$ cat src/ext_bus_pkg.sv
// Package with register map, field layouts, reset values and state codes of the external bus timing block.
package ext_bus_pkg;

  localparam logic [7:0] OFF_ZONE_TIMING = 8'h00;
  localparam logic [7:0] OFF_CLK_MODE = 8'h04;
  localparam logic [7:0] OFF_ADDR = 8'h08;
  localparam logic [7:0] OFF_WDATA = 8'h0C;
  localparam logic [7:0] OFF_CMD = 8'h10;
  localparam logic [7:0] OFF_STATUS = 8'h14;
  localparam logic [7:0] OFF_RDATA = 8'h18;

  localparam int CMD_RNW_BIT = 0;
  localparam int STATUS_BUSY_BIT = 0;
  localparam int STATUS_WS_LSB = 8;

  // Zone timing register layout, least significant field last.
  typedef struct packed {
    logic [12:0] rsvd;
    logic ready_sample_mode;
    logic ready_use_enable;
    logic double_timing_option;
    logic [1:0] write_trail_setting;
    logic [3:0] write_active_setting;
    logic [1:0] write_lead_setting;
    logic [1:0] read_trail_setting;
    logic [3:0] read_active_setting;
    logic [1:0] read_lead_setting;
  } zone_timing_s;

  localparam logic [31:0] ZONE_TIMING_RST = 32'h0000_FFFF;
  localparam logic [1:0] CLK_MODE_RST = 2'h0;
  localparam logic [7:0] CNT_RST = 8'h00;
  localparam logic [1:0] DIV_RST = 2'h0;

  typedef enum logic [1:0] {
    CLK_MODE_1 = 2'h0,
    CLK_MODE_2 = 2'h1,
    CLK_MODE_3 = 2'h2,
    CLK_MODE_4 = 2'h3
  } clk_mode_e;

  typedef enum logic [4:0] {
    ST_IDLE = 5'h01,
    ST_ALIGN = 5'h02,
    ST_LEAD = 5'h04,
    ST_ACTIVE = 5'h08,
    ST_TRAIL = 5'h10
  } acc_state_e;

endpackage

$ cat src/sync2.sv
// Two flip-flop synchroniser for levels arriving from outside the core clock domain.
`timescale 1ns/1ns
module sync2 #(
  parameter int WIDTH = 1
) (
  input wire logic pclk,
  input wire logic presetn,
  input wire logic [WIDTH-1:0] d,
  output logic [WIDTH-1:0] q
);

  logic [WIDTH-1:0] s1_r;
  logic [WIDTH-1:0] s2_r;

  always_ff @(posedge pclk or negedge presetn) begin
    if (!presetn) begin
      s1_r <= '0;
      s2_r <= '0;
    end else begin
      s1_r <= d;
      s2_r <= s1_r;
    end
  end

  assign q = s2_r;

endmodule

$ cat src/clk_ratio_gen.sv
// Timing clock tick and exported bus clock generation for the four clock ratio modes.
`timescale 1ns/1ns
module clk_ratio_gen (
  input wire logic pclk,
  input wire logic presetn,
  input wire ext_bus_pkg::clk_mode_e clk_mode,
  output logic tim_tick,
  output logic bus_rise,
  output logic bus_half,
  output logic exported_bus_clock
);

  logic [1:0] cnt_r;
  logic [1:0] cnt_nxt;
  logic [1:0] period_m1;
  logic tim_half;
  logic bus_clk_r;

  // Modes 3 and 4 halve the timing clock; modes 2 and 4 halve the exported clock again.
  always_comb begin
    tim_half = (clk_mode == ext_bus_pkg::CLK_MODE_3) || (clk_mode == ext_bus_pkg::CLK_MODE_4);
    bus_half = (clk_mode == ext_bus_pkg::CLK_MODE_2) || (clk_mode == ext_bus_pkg::CLK_MODE_4);
    period_m1 = {tim_half & bus_half, tim_half | bus_half};
    cnt_nxt = (cnt_r >= period_m1) ? 2'h0 : cnt_r + 2'h1;
    tim_tick = tim_half ? !cnt_nxt[0] : 1'b1;
    bus_rise = (cnt_nxt == 2'h0);
  end

  always_ff @(posedge pclk or negedge presetn) begin
    if (!presetn) begin
      cnt_r <= ext_bus_pkg::DIV_RST;
      bus_clk_r <= 1'b0;
    end else begin
      cnt_r <= cnt_nxt;
      bus_clk_r <= (cnt_nxt <= {1'b0, period_m1[1]});
    end
  end

  // In mode 1 the exported clock is the core clock itself, which no flip-flop can make.
  assign exported_bus_clock = (period_m1 == 2'h0) ? pclk : bus_clk_r;

endmodule

$ cat src/ext_bus_access_timing.sv
// External parallel bus access sequencer with lead, active and trail phases and an APB register file.
//
// Operation
// Lead is lead setting, active is active plus waits plus one, doubled on option.
// Zones that ignore external ready get no hardware wait states.
// Accesses not starting on an exported rising edge get alignment cycles first.
// Alignment cycles keep strobes and select inactive and hold the last address.
// External ready is sampled asynchronously when enabled with sample mode one; here both sample modes use the synchronised level.
// Software keeps lead at least one, active two, their sum four.
// Software does not count ready wait states toward those minimums.
// Async ready settings are lead1/active2 or lead2/active1, with zero trail.
// Timing settings are never checked; accesses run exactly as programmed.
// Lead1/active1 needs double timing; all-zero or lead1/active0 is always illegal.
// Four clock modes: timing clock full or half core, export full or half.
// Phase lengths are counted in timing clock cycles.
// Strobes and select change only on timing clock rising edges.
// With equal export clock, every strobe change meets an exported rising edge.
// At half-rate export, even elapsed cycles align rising, odd align falling.
// Every access starts on an exported rising edge.
// Strobe assertion aligns by parity of the lead cycle count.
// Strobe release aligns by parity of lead plus active including waits.
// Select release aligns by parity of lead, active and trail including waits.
// External ready passes a two-stage synchroniser before extending active.
//
// The address map and register access over APB are this design's own decisions.
`timescale 1ns/1ns
module ext_bus_access_timing #(
  parameter int ADDR_W = 19,
  parameter int DATA_W = 16
) (
  input wire logic pclk,
  input wire logic presetn,
  input wire logic [7:0] paddr,
  input wire logic psel,
  input wire logic penable,
  input wire logic pwrite,
  input wire logic [31:0] pwdata,
  output logic [31:0] prdata,
  output logic pready,
  output logic pslverr,
  input wire logic ext_ready_in,
  input wire logic [DATA_W-1:0] ext_data_in,
  output logic [DATA_W-1:0] ext_data_out,
  output logic ext_data_oe,
  output logic [ADDR_W-1:0] ext_address_bus,
  output logic read_strobe_n,
  output logic write_strobe_n,
  output logic zone_select_n,
  output logic read_not_write,
  output logic exported_bus_clock
);

  ////////////////////////////////////////////////////////////////////////////////
  ext_bus_pkg::zone_timing_s zone_timing_register;
  ext_bus_pkg::clk_mode_e clk_mode_r;
  ext_bus_pkg::acc_state_e st_r;
  logic [ADDR_W-1:0] addr_r;
  logic [DATA_W-1:0] wdata_r, rdata_r, data_s;
  logic req_r, req_rnw_r, rnw_r, use_rdy_r, err_r;
  logic [7:0] lead_cnt_r, act_cnt_r, trail_cnt_r, pc_r, el_r, ws_r;
  logic [31:0] prdata_r;
  logic tim_tick, bus_rise, bus_half, ready_s;
  logic busy_w, wr_w, cmd_w, go_w, lead_end, act_last, ev_wait, ev_act, ev_trail, ev_end;
  logic [7:0] elapsed_w, lead_sel, act_sel, trail_sel;

  function automatic logic [7:0] scale(input logic [3:0] v, input logic dbl);
    scale = dbl ? {3'h0, v, 1'b0} : {4'h0, v};
  endfunction

  ////////////////////////////////////////////////////////////////////////////////
  clk_ratio_gen u_clk (
    .pclk(pclk), .presetn(presetn), .clk_mode(clk_mode_r), .tim_tick(tim_tick), .bus_rise(bus_rise),
    .bus_half(bus_half), .exported_bus_clock(exported_bus_clock));

  // Both ready sampling modes use the synchronised level, since the pin is asynchronous to pclk.
  sync2 #(.WIDTH(1)) u_rdy_sync (.pclk(pclk), .presetn(presetn), .d(ext_ready_in), .q(ready_s));

  sync2 #(.WIDTH(DATA_W)) u_data_sync (.pclk(pclk), .presetn(presetn), .d(ext_data_in), .q(data_s));

  ////////////////////////////////////////////////////////////////////////////////
  assign pready = 1'b1;
  assign pslverr = psel & penable & err_r;
  assign prdata = prdata_r;
  assign busy_w = req_r | (st_r != ext_bus_pkg::ST_IDLE);
  assign wr_w = psel & penable & pwrite;
  assign cmd_w = wr_w & (paddr == ext_bus_pkg::OFF_CMD) & !busy_w;

  always_ff @(posedge pclk or negedge presetn) begin
    if (!presetn) begin
      zone_timing_register <= ext_bus_pkg::ZONE_TIMING_RST;
      clk_mode_r <= ext_bus_pkg::CLK_MODE_1;
      addr_r <= '0;
      wdata_r <= '0;
    end else if (wr_w) begin
      if (paddr == ext_bus_pkg::OFF_ZONE_TIMING) begin
        zone_timing_register <= {13'h0000, pwdata[18:0]};
      end else if (paddr == ext_bus_pkg::OFF_CLK_MODE) begin
        clk_mode_r <= ext_bus_pkg::clk_mode_e'(pwdata[1:0]);
      end else if (paddr == ext_bus_pkg::OFF_ADDR) begin
        addr_r <= pwdata[ADDR_W-1:0];
      end else if (paddr == ext_bus_pkg::OFF_WDATA) begin
        wdata_r <= pwdata[DATA_W-1:0];
      end
    end
  end

  // Read data and the error answer are prepared in the setup phase so both come from flip-flops.
  always_ff @(posedge pclk or negedge presetn) begin
    if (!presetn) begin
      prdata_r <= '0;
      err_r <= 1'b0;
    end else if (psel && !penable) begin
      err_r <= 1'b0;
      prdata_r <= '0;
      if (paddr == ext_bus_pkg::OFF_ZONE_TIMING) begin
        prdata_r <= zone_timing_register;
      end else if (paddr == ext_bus_pkg::OFF_CLK_MODE) begin
        prdata_r <= {30'h0000_0000, clk_mode_r};
      end else if (paddr == ext_bus_pkg::OFF_ADDR) begin
        prdata_r[ADDR_W-1:0] <= addr_r;
      end else if (paddr == ext_bus_pkg::OFF_WDATA) begin
        prdata_r[DATA_W-1:0] <= wdata_r;
      end else if (paddr == ext_bus_pkg::OFF_CMD) begin
        prdata_r[ext_bus_pkg::CMD_RNW_BIT] <= req_rnw_r;
      end else if (paddr == ext_bus_pkg::OFF_STATUS) begin
        prdata_r[ext_bus_pkg::STATUS_BUSY_BIT] <= busy_w;
        prdata_r[ext_bus_pkg::STATUS_WS_LSB +: 8] <= ws_r;
      end else if (paddr == ext_bus_pkg::OFF_RDATA) begin
        prdata_r[DATA_W-1:0] <= rdata_r;
      end else begin
        err_r <= 1'b1;
      end
    end
  end

  ////////////////////////////////////////////////////////////////////////////////
  // Settings are taken as written; illegal combinations simply run as programmed.
  always_comb begin
    if (pwdata[ext_bus_pkg::CMD_RNW_BIT]) begin
      lead_sel = scale({2'h0, zone_timing_register.read_lead_setting},
                       zone_timing_register.double_timing_option);
      act_sel = scale(zone_timing_register.read_active_setting,
                      zone_timing_register.double_timing_option) + 8'h01;
      trail_sel = scale({2'h0, zone_timing_register.read_trail_setting},
                        zone_timing_register.double_timing_option);
    end else begin
      lead_sel = scale({2'h0, zone_timing_register.write_lead_setting},
                       zone_timing_register.double_timing_option);
      act_sel = scale(zone_timing_register.write_active_setting,
                      zone_timing_register.double_timing_option) + 8'h01;
      trail_sel = scale({2'h0, zone_timing_register.write_trail_setting},
                        zone_timing_register.double_timing_option);
    end
  end

  always_ff @(posedge pclk or negedge presetn) begin
    if (!presetn) begin
      req_r <= 1'b0;
      req_rnw_r <= 1'b0;
      use_rdy_r <= 1'b0;
      lead_cnt_r <= ext_bus_pkg::CNT_RST;
      act_cnt_r <= ext_bus_pkg::CNT_RST;
      trail_cnt_r <= ext_bus_pkg::CNT_RST;
    end else if (cmd_w) begin
      req_r <= 1'b1;
      req_rnw_r <= pwdata[ext_bus_pkg::CMD_RNW_BIT];
      lead_cnt_r <= lead_sel;
      act_cnt_r <= act_sel;
      trail_cnt_r <= trail_sel;
      use_rdy_r <= zone_timing_register.ready_use_enable;
    end else if (go_w) begin
      req_r <= 1'b0;
    end
  end

  ////////////////////////////////////////////////////////////////////////////////
  // All phase decisions are taken on timing clock ticks only.
  assign go_w = tim_tick & bus_rise & req_r &
                ((st_r == ext_bus_pkg::ST_IDLE) | (st_r == ext_bus_pkg::ST_ALIGN));
  assign lead_end = tim_tick & (st_r == ext_bus_pkg::ST_LEAD) & (pc_r == 8'h01);
  assign act_last = tim_tick & (st_r == ext_bus_pkg::ST_ACTIVE) & (pc_r == 8'h01);
  assign ev_wait = act_last & use_rdy_r & !ready_s;
  assign ev_act = (go_w & (lead_cnt_r == 8'h00)) | lead_end;
  assign ev_trail = act_last & !ev_wait;
  assign ev_end = (ev_trail & (trail_cnt_r == 8'h00)) |
                  (tim_tick & (st_r == ext_bus_pkg::ST_TRAIL) & (pc_r == 8'h01));
  assign elapsed_w = go_w ? 8'h00 : el_r + 8'h01;

  always_ff @(posedge pclk or negedge presetn) begin
    if (!presetn) begin
      st_r <= ext_bus_pkg::ST_IDLE;
      pc_r <= ext_bus_pkg::CNT_RST;
    end else begin
      case (st_r)
        ext_bus_pkg::ST_IDLE, ext_bus_pkg::ST_ALIGN: begin
          if (go_w) begin
            st_r <= (lead_cnt_r == 8'h00) ? ext_bus_pkg::ST_ACTIVE : ext_bus_pkg::ST_LEAD;
            pc_r <= (lead_cnt_r == 8'h00) ? act_cnt_r : lead_cnt_r;
          end else if (req_r && tim_tick) begin
            st_r <= ext_bus_pkg::ST_ALIGN;
          end
        end
        ext_bus_pkg::ST_LEAD: begin
          if (lead_end) begin
            st_r <= ext_bus_pkg::ST_ACTIVE;
            pc_r <= act_cnt_r;
          end else if (tim_tick) begin
            pc_r <= pc_r - 8'h01;
          end
        end
        ext_bus_pkg::ST_ACTIVE: begin
          if (ev_trail) begin
            st_r <= (trail_cnt_r == 8'h00) ? ext_bus_pkg::ST_IDLE : ext_bus_pkg::ST_TRAIL;
            pc_r <= trail_cnt_r;
          end else if (tim_tick && !ev_wait) begin
            pc_r <= pc_r - 8'h01;
          end
        end
        ext_bus_pkg::ST_TRAIL: begin
          if (ev_end) begin
            st_r <= ext_bus_pkg::ST_IDLE;
          end else if (tim_tick) begin
            pc_r <= pc_r - 8'h01;
          end
        end
        default: begin
          st_r <= ext_bus_pkg::ST_IDLE;
        end
      endcase
    end
  end

  always_ff @(posedge pclk or negedge presetn) begin
    if (!presetn) begin
      el_r <= ext_bus_pkg::CNT_RST;
      ws_r <= ext_bus_pkg::CNT_RST;
    end else if (go_w) begin
      el_r <= ext_bus_pkg::CNT_RST;
      ws_r <= ext_bus_pkg::CNT_RST;
    end else if (tim_tick && busy_w) begin
      el_r <= elapsed_w;
      if (ev_wait && ws_r != 8'hFF) begin
        ws_r <= ws_r + 8'h01;
      end
    end
  end

  ////////////////////////////////////////////////////////////////////////////////
  // Pins move only on tick edges; the address is never cleared, so it holds through idle and alignment.
  always_ff @(posedge pclk or negedge presetn) begin
    if (!presetn) begin
      zone_select_n <= 1'b1;
      read_strobe_n <= 1'b1;
      write_strobe_n <= 1'b1;
      read_not_write <= 1'b1;
      ext_data_oe <= 1'b0;
      ext_address_bus <= '0;
      ext_data_out <= '0;
      rnw_r <= 1'b1;
      rdata_r <= '0;
    end else begin
      if (go_w) begin
        zone_select_n <= 1'b0;
        read_not_write <= req_rnw_r;
        rnw_r <= req_rnw_r;
        ext_address_bus <= addr_r;
        ext_data_out <= wdata_r;
        ext_data_oe <= !req_rnw_r;
      end
      if (ev_act) begin
        read_strobe_n <= !(go_w ? req_rnw_r : rnw_r);
        write_strobe_n <= go_w ? req_rnw_r : rnw_r;
      end
      if (ev_trail) begin
        read_strobe_n <= 1'b1;
        write_strobe_n <= 1'b1;
        if (rnw_r) begin
          rdata_r <= data_s;
        end
      end
      if (ev_end) begin
        zone_select_n <= 1'b1;
        read_not_write <= 1'b1;
        ext_data_oe <= 1'b0;
      end
    end
  end
endmodule

$ cat config.mk
export PLATFORM = sky130hd
export DESIGN_NAME = ext_bus_access_timing
export DESIGN_NICKNAME = d
export VERILOG_FILES = /design/src/ext_bus_pkg.sv /design/src/sync2.sv /design/src/clk_ratio_gen.sv /design/src/ext_bus_access_timing.sv
export SDC_FILE = /design/constraint.sdc
export NUM_CORES = 1
export LEC_CHECK = 0
export BUFFER_PORTS_ARGS = -buffer_cell sky130_fd_sc_hd__clkbuf_2
export CAP_MARGIN = 5
export CORE_MARGIN = 2
export CORE_UTILIZATION = 40
export CTS_CLUSTER_DIAMETER = 150
export DETAILED_ROUTE_END_ITERATION = 6
export RECOVER_POWER = 100
export SLEW_MARGIN = 10
export SYNTH_ARGS = -nofsm -noshare
export SYNTH_HDL_FRONTEND = slang
export SYNTH_HIERARCHICAL = 1
export SYNTH_SLANG_ARGS = --single-unit
$ cat constraint.sdc
create_clock -name pclk -period 3.8 [get_ports pclk]
set_clock_uncertainty 0.05 [all_clocks]
set_input_delay 0 -clock pclk [delete_from_list [all_inputs] [get_ports pclk]]
set_output_delay 0 -clock pclk [all_outputs]
set_load 0.02 [all_outputs]
### Word level (Yosys, flattened, before mapping)

Index checks and enable logic that the tools add are counted.

* register bits after elaboration: 231
* input port bits: 62
* output and inout port bits: 75
* logic and storage cells: 192

* add/sub/neg operators: 5
* magnitude comparators: 2
* equality and inequality tests: 24
* multiplexer cells: 61
* bitwise operators: 28
* reduce and logical (&&, ||, !) cells: 34

Operators by type and width (count)
* $mux 8: 11
* $mux 16: 3
* $mux 5: 8
* $mux 19: 2
* $pmux 8 s4: 1
* $eq 8x5->1 const B: 3
* $logic_not 8->1: 3
* $mux 1: 23
* $mux 3: 7
* $and 1x1->1: 20
* $pmux 5 s4: 1
* $eq 8x4->1 const B: 2
* $mux 15: 1
* $add 5x1->6 const B: 2
* $reduce_and 4->1: 3
* $ne 2x2->1 const B: 5
* $reduce_bool 2->1: 5
* $add 8x1->8 const B: 1
* $eq 8x1->1 const B: 1
* $eq 8x3->1 const B: 1
* $ne 8x8->1 const B: 1
* $sub 8x1->8 const B: 1
* $logic_not 1->1: 7
* $mux 7: 1
* 26 further kinds: 41

### Logic depth before layout (Yosys ltp)

Gate-level depths: netlist (run 1).

* depth after elaboration: 17
* gate-level depth with buffers: 14
* gate-level depth less buffers: 11

### Modules after synthesis

Netlist (run 1), hierarchy kept.

By module, submodules not included
* ext_bus_access_timing: times used 1, cells an instance 797, area an instance 8306.7 um2, seq. area each 4256.6 um2
* sync2 at u_data_sync: times used 1, cells an instance 32, area an instance 800.8 um2, seq. area each 800.8 um2
* clk_ratio_gen: times used 1, cells an instance 23, area an instance 214.0 um2, seq. area each 75.1 um2
* sync2 at u_rdy_sync: times used 1, cells an instance 2, area an instance 50.0 um2, seq. area each 50.0 um2

==> out/summary.txt, run 1 <==
===============================================================================================
Instance count of the mapped netlist .............................................          853
Routed vias ......................................................................        7,080
Clock tree from TritonCTS ........................................................          yes
Failing checks ................................................................... capacitance limit, slew limit
Count of instances resized after the clock tree is built .........................            0
Final Hold Vio Count .............................................................            0
Unrepaired setup endpoints after global routing ..................................           no
WP data arrival ..................................................................      3.87 ns
Overall die width ................................................................     157.0 um
Depth of the worst register-to-register path .....................................           10
Cells along the critical path .................................................... dlygate4sd3_1, clkbuf_1, nor4_2, dlygate4sd3_1, buf_4, and3_1, and2_0, a22oi_1, a22o_1, a21oi_1, dlygate4sd3_1
Io pins ..........................................................................          137
Upper clock frequency limit ......................................................    297.6 MHz
Ratio of cells with drive above 1 in the final layout ............................       20.94%
Power density cells .............................................................. 478.6 nW/um^2
Total buffers and inverters traversed by the critical path .......................            5
Clock input transition at the sequential cells of the worst setup and hold paths .      0.06 ns
Number of antenna-violating nets in the routed design ............................            0
Slew @ Worst Pin .................................................................     3.012 ns
Final HPWL DP ....................................................................     16.02 mm
Count of unresolved DRC violations after routing .................................            0
Number of antenna violations at the first check in global routing ................            1
Starting Density .................................................................       41.00%
Pin count of the biggest net entering global routing .............................          120
Count of synthesis-stage warnings from yosys .....................................            6
Setup TNS after final layout .....................................................         0 ns
Post-synthesis instance area .....................................................    9368 um^2
Final max-slew violation count ...................................................          119
Overall routing resource usage ...................................................       20.08%
Worst Hold End ................................................................... prdata[11]$_DFFE_PN0P_
Required time at the worst-slack endpoint ........................................      4.31 ns
Maximum fanout along the worst path ..............................................           13
Dominant delay contributor by cell family on the critical path ................... buffers and inverters
Total gr overflow ................................................................            0
Reg-to-reg slack, setup ..........................................................      0.56 ns
Cell with the biggest individual delay on the critical path ...................... sky130_fd_sc_hd__dlygate4sd3_1
Nets .............................................................................        1,093
Highest cell delay on the worst timing path ......................................      0.58 ns
Wire length after detailed routing ...............................................     24.25 mm
Post CTS Setup Buffer Count ......................................................            0
Fill cell total of the finished layout ...........................................        2,162
Clock network latency to the later pin of the worst-skew pair ....................      0.63 ns
Via count normalized by instance count ...........................................        5.221
Die outline height ...............................................................     157.0 um
Endpoint of the worst-slack reg-to-reg timing path ............................... rdata_r[13]$_DFFE_PN0P_
Post-route clock period utilization ..............................................       88.43%
Class of the tightest hold or removal check ......................................       in2reg
Placement-stage worst setup slack ................................................    0.7214 ns
Area Growth Syn to Fin ...........................................................       22.75%
Core footprint ...................................................................  22,850 um^2
Count of hold buffers inserted by post-cts repair ................................           69
Status ........................................................................... finished, violations left
Overall die area .................................................................  24,660 um^2
Max_slew headroom ................................................................      -100.8%
Leakage power figure .............................................................  0.005374 uW
Number of global-route vias before repair ........................................        6,954
Worst reg2reg path startpoint .................................................... clk_mode_r[1]$_DFFE_PN0P_
Syn avg cell area ................................................................   10.98 um^2
Number of setup violations in the final report ...................................            0
Combined area of the multi-input logic cells .....................................    3820 um^2
Category of the critical setup timing path .......................................       in2reg
Worst-case vdd ir drop ...........................................................  0.0002723 V
Startpoint of the worst hold path ................................................     paddr[6]
Number of maximum-capacitance violations .........................................            1
Top cell by count, worst path .................................................... sky130_fd_sc_hd__dlygate4sd3_1
Quantity of I/O buffers inserted on ports ........................................          109
Type of origin of the critical path ..............................................   input port
Worst hold path stage count ......................................................            5
Routability-driven placement congestion ratio ....................................       0.8404
Number of design-rule violations left by the first detailed-router iteration .....          416
Global-route wire length before repair ...........................................     38.74 mm
Min Tclk post-route ..............................................................     3.360 ns
Count of standard-cell rows ......................................................           55
Smallest setup slack after layout ................................................    0.4398 ns
Type of element capturing the critical path ......................................    flip-flop
Sequential Area ..................................................................    5182 um^2
Routed wire length per instance ..................................................     17.88 um
Iteration count of the initial detailed-routing pass .............................            5
===============================================================================================
state kept, by name, summed over array words and instances, names as in the netlist, 5 cells and up:
register	cells
act_cnt_r	6
ext_data_out	16
zone_timing_register	19
u_data_sync/s1_r	16
wdata_r	16
addr_r	19
pc_r	8
prdata	19
u_data_sync/q	16
ws_r	8
rdata_r	16
ext_address_bus	19
st_r	5
per-stage QoR:
stage	power (uW)	instance area [um^2]	hold WS [ns]	std cells	utilization [%]
3_5_place_dp	3219	10150	0.05964	1240	44.41
6_report	5503	11500	0.04912	1356	50.33
3_3_place_gp	3216	10150	0.05865	1240	44.41
4_1_cts	5578	11640	0.007166	1354	50.93
2_1_floorplan	2972	9413	-0.3456	865	-
5_1_grt	5739	11500	0.09217	1355	50.32
report_power, final:
part           internal, uW  switching, uW
clock                  1380            946
sequential             2300           97.5
combinational           311            463
cells in the final DEF (no fill, tap or decap), drive strengths merged, types with 7 or more instances in the layout:
cell / n
nand2b: 9
nand2: 165
and2: 8
nor2: 56
nand3: 18
a22o: 11
ha: 7
a21oi: 34
a221oi: 10
and3: 10
o21ai: 42
dfrtp: 184
clkbuf: 153
a21o: 8
mux2: 85
a22oi: 7
dfstp: 22
dlygate4sd3: 69
xor2: 8
inv: 17
conb: 14
nor3: 9
worst register-to-register path, delay by kind of cell (launching register included):
kind                     cells  cell delay [ns]
multiplexers                 1             0.40
AND/OR/NAND/NOR              7             1.61
flip-flops                   1             0.43
adder cells (fa/ha/maj)      1             0.29
AO/OA/AOI/OAI                1             0.35
area by class of cell:
| type | count | area share, % |
|---|---|---|
| inverters | 16 | 0.5223 |
| clock buffers | 42 | 6.616 |
| diodes | 2 | 0.04353 |
| flip-flops and latches | 206 | 45.07 |
| clock inverters | 4 | 0.3591 |
| well taps | 313 | 3.406 |
| repair buffers | 186 | 10.76 |
| multi-input cells | 587 | 33.22 |
routing by layer:
layer  part of all wire, %  vias up  GRT usage [%]
met5                     0        -              0
met4                   2.6        0          4.978
met3                   5.0       52          3.194
met2                    46      212          32.50
met1                    46     3490          28.41
li1                      -     3326              -
worst max path at each step:
stage | to | depth (start not counted) | slack [ns] | startpoint
after global placement | pc_r[4]$_DFFE_PN0P_ | 11 | 0.75 | clk_mode_r[1]$_DFFE_PN0P_
after detailed placement | pc_r[4]$_DFFE_PN0P_ | 11 | 0.72 | clk_mode_r[1]$_DFFE_PN0P_
final | prdata[8]$_DFFE_PN0P_ | 11 | 0.44 | paddr[4]
after global routing | prdata[8]$_DFFE_PN0P_ | 11 | 0.24 | paddr[4]
after CTS | prdata[8]$_DFFE_PN0P_ | 11 | 0.67 | paddr[4]
after floorplan | pc_r[4]$_DFFE_PN0P_ | 13 | 0.81 | clk_mode_r[1]$_DFFE_PN0P_
(Power assumes the default switching activity.)
==> run 2, diff against run 1 <==
CTS_BUF_LIST = sky130_fd_sc_hd__clkbuf_4   (was not set)
SYNTH_HIERARCHICAL = not set   (was 1)
==> out/summary.txt, run 2 <==
===============================================================================================
Post CTS Setup Buffer Count ......................................................            0   unchanged
Number of antenna-violating nets in the routed design ............................            0   unchanged
Io pins ..........................................................................          137   unchanged
Post-route clock period utilization ..............................................       84.96%   was 88.43%
Total gr overflow ................................................................            0   unchanged
Wire length after detailed routing ...............................................     24.03 mm   was 24.25 mm
Routability-driven placement congestion ratio ....................................       0.8657   was 0.8404
Overall die area .................................................................  24,140 um^2   was 24,660 um^2
Worst-case vdd ir drop ...........................................................  0.0002839 V   was 0.0002723 V
Cell types occupying the most area after synthesis ............................... sky130_fd_sc_hd__dfrtp_1, sky130_fd_sc_hd__mux2_2, sky130_fd_sc_hd__nand2_1, sky130_fd_sc_hd__dfstp_2, sky130_fd_sc_hd__nor2_1
Routed vias ......................................................................        7,169   was 7,080
Cells along the critical path .................................................... inv_1, ha_1, or3b_2, a211o_2, nor3_1, nand2_1, mux2_1   was dlygate4sd3_1, clkbuf_1, nor4_2, dlygate4sd3_1, buf_4, and3_1, and2_0, a22oi_1, a22o_1, a21oi_1, dlygate4sd3_1
Number of maximum-capacitance violations .........................................            1   unchanged
Iteration count of the initial detailed-routing pass .............................            4   was 5
Number of design-rule violations left by the first detailed-router iteration .....          332   was 416
Count of instances resized after the clock tree is built .........................            0   unchanged
Maximum fanout along the worst path ..............................................           16   was 13
Overall routing resource usage ...................................................       20.59%   was 20.08%
Type of origin of the critical path ..............................................    flip-flop   was input port
Global-route wire length before repair ...........................................     38.92 mm   was 38.74 mm
Number of setup violations in the final report ...................................            0   unchanged
Unrepaired setup endpoints after global routing ..................................           no   unchanged
Required time at the worst-slack endpoint ........................................      4.37 ns   was 4.31 ns
Cell with the biggest individual delay on the critical path ...................... sky130_fd_sc_hd__nand2_1   was sky130_fd_sc_hd__dlygate4sd3_1
Upper clock frequency limit ......................................................    309.7 MHz   was 297.6 MHz
Number of synthesized flops with an enable pin ...................................            0
Via count normalized by instance count ...........................................        5.184   was 5.221
Most common cell in the netlist .................................................. sky130_fd_sc_hd__dfrtp_1
Post-synthesis instance area .....................................................    9166 um^2   was 9368 um^2
Overall die width ................................................................     155.4 um   was 157.0 um
Critical path origin ............................................................. pc_r[1]$_DFFE_PN0P_   was paddr[4]
Ratio of cells with drive above 1 in the final layout ............................       23.36%   was 20.94%
Highest cell delay on the worst timing path ......................................      0.64 ns   was 0.58 ns
Area Growth Syn to Fin ...........................................................       23.72%   was 22.75%
Post-synthesis sequential element count ..........................................          206
Final HPWL DP ....................................................................     15.89 mm   was 16.02 mm
Starting Density .................................................................       40.61%   was 41.00%
Leakage power figure .............................................................  0.005463 uW   was 0.005374 uW
Class of the tightest hold or removal check ......................................       in2reg   unchanged
Core footprint ...................................................................  22,570 um^2   was 22,850 um^2
Count of cell types in the netlist ...............................................           68
Slew @ Worst Pin .................................................................     1.646 ns   was 3.012 ns
Number of global-route vias before repair ........................................        7,369   was 6,954
Pin count of the biggest net entering global routing .............................           94   was 120
Quantity of I/O buffers inserted on ports ........................................          109   unchanged
Placement-stage worst setup slack ................................................    0.7863 ns   was 0.7214 ns
Async SR Flop Fraction ...........................................................       100.0%
Dominant synthesized flop cell ................................................... sky130_fd_sc_hd__dfrtp_1
Placed Instances .................................................................        1,193   was 1,240
Fill cell total of the finished layout ...........................................        2,100   was 2,162
Clock tree from TritonCTS ........................................................          yes   unchanged
Max_slew headroom ................................................................      -9.711%   was -100.8%
Commonest non-fill, non-tap cells in the layout .................................. sky130_fd_sc_hd__dfrtp_1, sky130_fd_sc_hd__nand2_1, sky130_fd_sc_hd__clkbuf_4   was sky130_fd_sc_hd__dfrtp_1, sky130_fd_sc_hd__nand2_1, sky130_fd_sc_hd__mux2_2
Nets .............................................................................        1,122   was 1,093
Register area share after synthesis ..............................................       56.54%
Type of element capturing the critical path ......................................    flip-flop   unchanged
Status ........................................................................... finished, violations left   unchanged
Final Hold Vio Count .............................................................            0   unchanged
Most common cell after layout, fill and taps aside ............................... sky130_fd_sc_hd__dfrtp_1   unchanged
Clock input transition at the sequential cells of the worst setup and hold paths .      0.06 ns   about the same
Top cells by instance count after synthesis ...................................... sky130_fd_sc_hd__dfrtp_1, sky130_fd_sc_hd__nand2_1, sky130_fd_sc_hd__mux2_2
WP data arrival ..................................................................      3.80 ns   was 3.87 ns
Portion of synthesized cell area occupied by the leading cell type ...............       50.23%
Count of hold buffers inserted by post-cts repair ................................           86   was 69
Power density cells .............................................................. 476.3 nW/um^2   was 478.6 nW/um^2
Final max-slew violation count ...................................................           23   was 119
Startpoint of the worst hold path ................................................     paddr[7]   was paddr[6]
Failing checks ................................................................... capacitance limit, slew limit   unchanged
Final Instance Count excl. Fillers ...............................................        1,383   was 1,356
Min Tclk post-route ..............................................................     3.229 ns   was 3.360 ns
Instance count of the mapped netlist .............................................          829   was 853
Syn avg cell area ................................................................   11.06 um^2   was 10.98 um^2
Count of unresolved DRC violations after routing .................................            0   unchanged
Setup TNS after final layout .....................................................         0 ns   unchanged
Yosys top cell by area ........................................................... sky130_fd_sc_hd__dfrtp_1
Count of standard-cell rows ......................................................           55   unchanged
Smallest setup slack after layout ................................................    0.5715 ns   was 0.4398 ns
Count of synthesis-stage warnings from yosys .....................................            0   was 6
Worst reg2reg path startpoint .................................................... pc_r[1]$_DFFE_PN0P_   was clk_mode_r[1]$_DFFE_PN0P_
Clock network latency to the later pin of the worst-skew pair ....................      0.78 ns   was 0.63 ns
Die outline height ...............................................................     155.4 um   was 157.0 um
Routed wire length per instance ..................................................     17.37 um   was 17.88 um
Category of the critical setup timing path .......................................      reg2reg   was in2reg
Number of antenna violations at the first check in global routing ................            2   was 1
===============================================================================================
-- run 2: cells by family after synthesis --
group / after synthesis / synth area share (%)
simple gates: 303 / 15.48
flops: 206 / 56.54
compound gates: 138 / 10.69
mux: 95 / 11.51
buf+inv: 66 / 3.604
xor+xnor: 12 / 1.147
fa+ha+maj: 7 / 0.9555
other cells: 2 / 0.08193
-- run 2: power by group --
group / switching (uW) / internal [uW]
logic: 572 / 367
registers: 98.7 / 2330
clock network: 926 / 1110
total: 1600 / 3810
-- run 2: path summary, 6_finish.rpt --
kind	end	slack [ns]	cells after the start
setup / recovery	rdata_r[6]$_DFFE_PN0P_	0.57	7
hold / removal	err_r$_DFFE_PN0P_	0.05	4
setup reg to reg	rdata_r[6]$_DFFE_PN0P_	0.57	7
hold reg to reg	u_data_sync.q[5]$_DFF_PN0_	0.29	0
max in group asynchronous	ws_r[5]$_DFFE_PN0P_	0.79	4
min in group asynchronous	zone_timing_register[3]$_DFFE_PN1P_	1.29	3
-- run 2: metal layers --
metal / share of wire [%] / wire length [um] / GRT usage (%)
met1: 44 / 10510 / 26.19
met5: 0 / 0 / 0
met2: 48 / 11560 / 33.06
met3: 5.0 / 1213 / 5.237
met4: 3.1 / 752 / 9.699
-- run 2: stage by stage --
step                power (uW)  cell area (um^2)  utilization [%]  hold slack (ns)
finish                    5402             11340            50.24          0.04943
global route              5734             11340            50.24          0.02710
CTS                       5510             11550            51.16         0.009373
detailed placement        3408              9928            43.99          0.05965
global placement          3400              9928            43.99          0.05853
floorplan                 3128              9211                -          -0.3456
-- run 2: final cells by class --
cell class	instances	area [um^2]	share of cell area [%]
antenna	2	5.005	0.04413
sequential	206	5182	45.70
inverter	13	48.80	0.4303
clock buffer	94	701.9	6.189
multi-input combinational	569	3621	31.93
clock inverter	9	43.79	0.3861
timing repair buffer	205	1381	12.18
tap	285	356.6	3.144
-- run 2: worst max-delay path: cells and delay by family, from the launching register on --
kind | cells | cell delay, ns
and+or+nand+nor | 3 | 1.51
muxes | 1 | 0.53
DFF | 1 | 0.40
AOI/OAI and AO/OA | 1 | 0.33
adders and majority gates | 1 | 0.15
buffers and inverters | 1 | 0.14
==> run 3, diff against run 2 <==
clock period = 2.8 ns   (was 3.8 ns; I/O delays follow)
==> out/summary.txt, run 3 (synthesis results as in run 2) <==
===============================================================================================
Clock tree from TritonCTS ........................................................          yes   unchanged
Upper clock frequency limit ......................................................    375.4 MHz
Most common cell after layout, fill and taps aside ............................... sky130_fd_sc_hd__dfrtp_1   unchanged
Placed Instances .................................................................        1,209   was 1,193
Nets .............................................................................        1,137   was 1,122
Cells along the critical path .................................................... dlygate4sd3_1, clkbuf_2, or3_1, or4_1, nor3_4, clkbuf_1, mux2_2, dlygate4sd3_1   was inv_1, ha_1, or3b_2, a211o_2, nor3_1, nand2_1, mux2_1
Top cell by count, worst path .................................................... sky130_fd_sc_hd__dlygate4sd3_1
Worst-case vdd ir drop ...........................................................  0.0003598 V   was 0.0002839 V
Overall die width ................................................................     155.4 um   unchanged
Unrepaired setup endpoints after global routing ..................................           no   unchanged
Type of element capturing the critical path ......................................    flip-flop   unchanged
Clock network latency to the later pin of the worst-skew pair ....................      0.79 ns   was 0.78 ns
Core footprint ...................................................................  22,570 um^2   unchanged
Class of the tightest hold or removal check ......................................       in2reg   unchanged
Ratio of cells with drive above 1 in the final layout ............................       25.36%   was 23.36%
Power density cells .............................................................. 645.4 nW/um^2   was 476.3 nW/um^2
Highest cell delay on the worst timing path ......................................      0.62 ns   was 0.64 ns
Io pins ..........................................................................          137   unchanged
Max_slew headroom ................................................................       15.10%   was -9.711%
Final max-slew violation count ...................................................            0   was 23
Routability-driven placement congestion ratio ....................................       0.8687   was 0.8657
Number of antenna violations at the first check in global routing ................            1   was 2
WP data arrival ..................................................................      3.28 ns   was 3.80 ns
Post-route clock period utilization ..............................................       95.14%
Overall die area .................................................................  24,140 um^2   unchanged
Global-route wire length before repair ...........................................     39.79 mm   was 38.92 mm
Commonest non-fill, non-tap cells in the layout .................................. sky130_fd_sc_hd__dfrtp_1, sky130_fd_sc_hd__nand2_1, sky130_fd_sc_hd__clkbuf_4   unchanged
Routed vias ......................................................................        7,296   was 7,169
Setup TNS after final layout .....................................................         0 ns   unchanged
Die outline height ...............................................................     155.4 um   unchanged
Quantity of I/O buffers inserted on ports ........................................          109   unchanged
Category of the critical setup timing path .......................................       in2reg   was reg2reg
Count of unresolved DRC violations after routing .................................            0   unchanged
Number of design-rule violations left by the first detailed-router iteration .....          389   was 332
Starting Density .................................................................       40.61%   unchanged
Reg-to-reg slack, setup ..........................................................      0.15 ns   was 0.57 ns
Pin count of the biggest net entering global routing .............................           62   was 94
Final Instance Count excl. Fillers ...............................................        1,398   was 1,383
Number of antenna-violating nets in the routed design ............................            0   unchanged
Slew @ Worst Pin .................................................................     1.273 ns   was 1.646 ns
Overall routing resource usage ...................................................       21.12%   was 20.59%
Leakage power figure .............................................................  0.005539 uW   was 0.005463 uW
Number of maximum-capacitance violations .........................................            0   was 1
Via count normalized by instance count ...........................................        5.219   was 5.184
Maximum fanout along the worst path ..............................................            8   was 16
Type of origin of the critical path ..............................................   input port   was flip-flop
Wire length after detailed routing ...............................................     24.60 mm   was 24.03 mm
Area Growth Syn to Fin ...........................................................       25.53%   was 23.72%
Min Tclk post-route ..............................................................     2.664 ns
Iteration count of the initial detailed-routing pass .............................            5   was 4
Total buffers and inverters traversed by the critical path .......................            4   was 1
Number of global-route vias before repair ........................................        7,492   was 7,369
Total gr overflow ................................................................            0   unchanged
Number of setup violations in the final report ...................................            0   unchanged
Required time at the worst-slack endpoint ........................................      3.42 ns   was 4.37 ns
Count of standard-cell rows ......................................................           55   unchanged
Final HPWL DP ....................................................................     16.31 mm   was 15.89 mm
Cell with the biggest individual delay on the critical path ...................... sky130_fd_sc_hd__or4_1   was sky130_fd_sc_hd__nand2_1
Routed wire length per instance ..................................................     17.59 um   was 17.37 um
Status ...........................................................................    completed   was finished, violations left
Final Hold Vio Count .............................................................            0   unchanged
Dominant delay contributor by cell family on the critical path ................... buffers and inverters   was simple AND/OR/NAND/NOR gates
Clock input transition at the sequential cells of the worst setup and hold paths .      0.07 ns   was 0.06 ns
===============================================================================================
-- run 3: cell types whose count changed in the layout (fill, tap and decap cells not counted), sizes merged --
cell / delta
clkinv: -2
clkbuf: +7
buf: +8
diode: -1
inv: +2
clkinvlp: +1
-- run 3: where the power goes --
part           switching [uW]  internal (uW)
Clock                    1280           1500
Sequential                131           3160
Combinational             805            562
Total                    2210           5210
-- run 3: per-stage QoR --
step	instance area, um^2	hold slack [ns]	power, uW	util [%]	worst slack (ns)
after floorplan	9211	-0.3456	4245	-	0.1212
after global placement	10060	-0.02639	4656	44.57	0.1557
after detailed placement	10060	-0.02765	4658	44.57	0.1380
after CTS	11680	0.001247	7516	51.73	0.1431
after global routing	11510	0.01128	7848	50.98	0.02848
final	11510	0.001952	7426	50.98	0.1362
-- run 3: what timing repair did --
item / in CTS / in global routing
hold buffers: 86 / 0
buffers inserted: 0 / 0
gates resized for setup: 0 / 3
setup endpoints to repair: 0 / 3
endpoints found under the hold margin: 312 / 0
-- run 3: worst paths after layout --
kind | startpoint | to | cells after the start
setup / recovery | paddr[6] | wdata_r[13]$_DFFE_PN0P_ | 8
hold / removal | paddr[5] | prdata[13]$_DFFE_PN0P_ | 6
setup reg to reg | pc_r[1]$_DFFE_PN0P_ | rdata_r[15]$_DFFE_PN0P_ | 8
hold reg to reg | u_data_sync.s1_r[3]$_DFF_PN0_ | u_data_sync.q[3]$_DFF_PN0_ | 0
max in group asynchronous | presetn | ext_data_out[10]$_DFFE_PN0P_ | 4
min in group asynchronous | presetn | read_strobe_n$_DFFE_PN1P_ | 3
-- run 3: tightest hold or removal path, delay by kind of cell --
family / cells / cell delay, ns
simple gates: 2 / 0.22
buf+inv: 2 / 0.27
compound gates: 2 / 0.28
-- run 3: per-layer routing --
metal	GRT usage (%)	vias to the layer above	share of wire (%)
met5	0	-	0
met4	11.23	0	4.0
met3	4.262	66	5.0
met2	34.05	220	48
met1	26.94	3599	43
li1	-	3411	-
-- run 3: area by class of cell --
cell class	count	area, um^2
fillers	2104	11070
clock inverters	10	46.29
well taps	285	356.6
clock buffers	93	694.4
multi-input cells	569	3681
repair buffers	221	1494
inverters	13	48.80
diodes	1	2.502
flip-flops and latches	206	5182
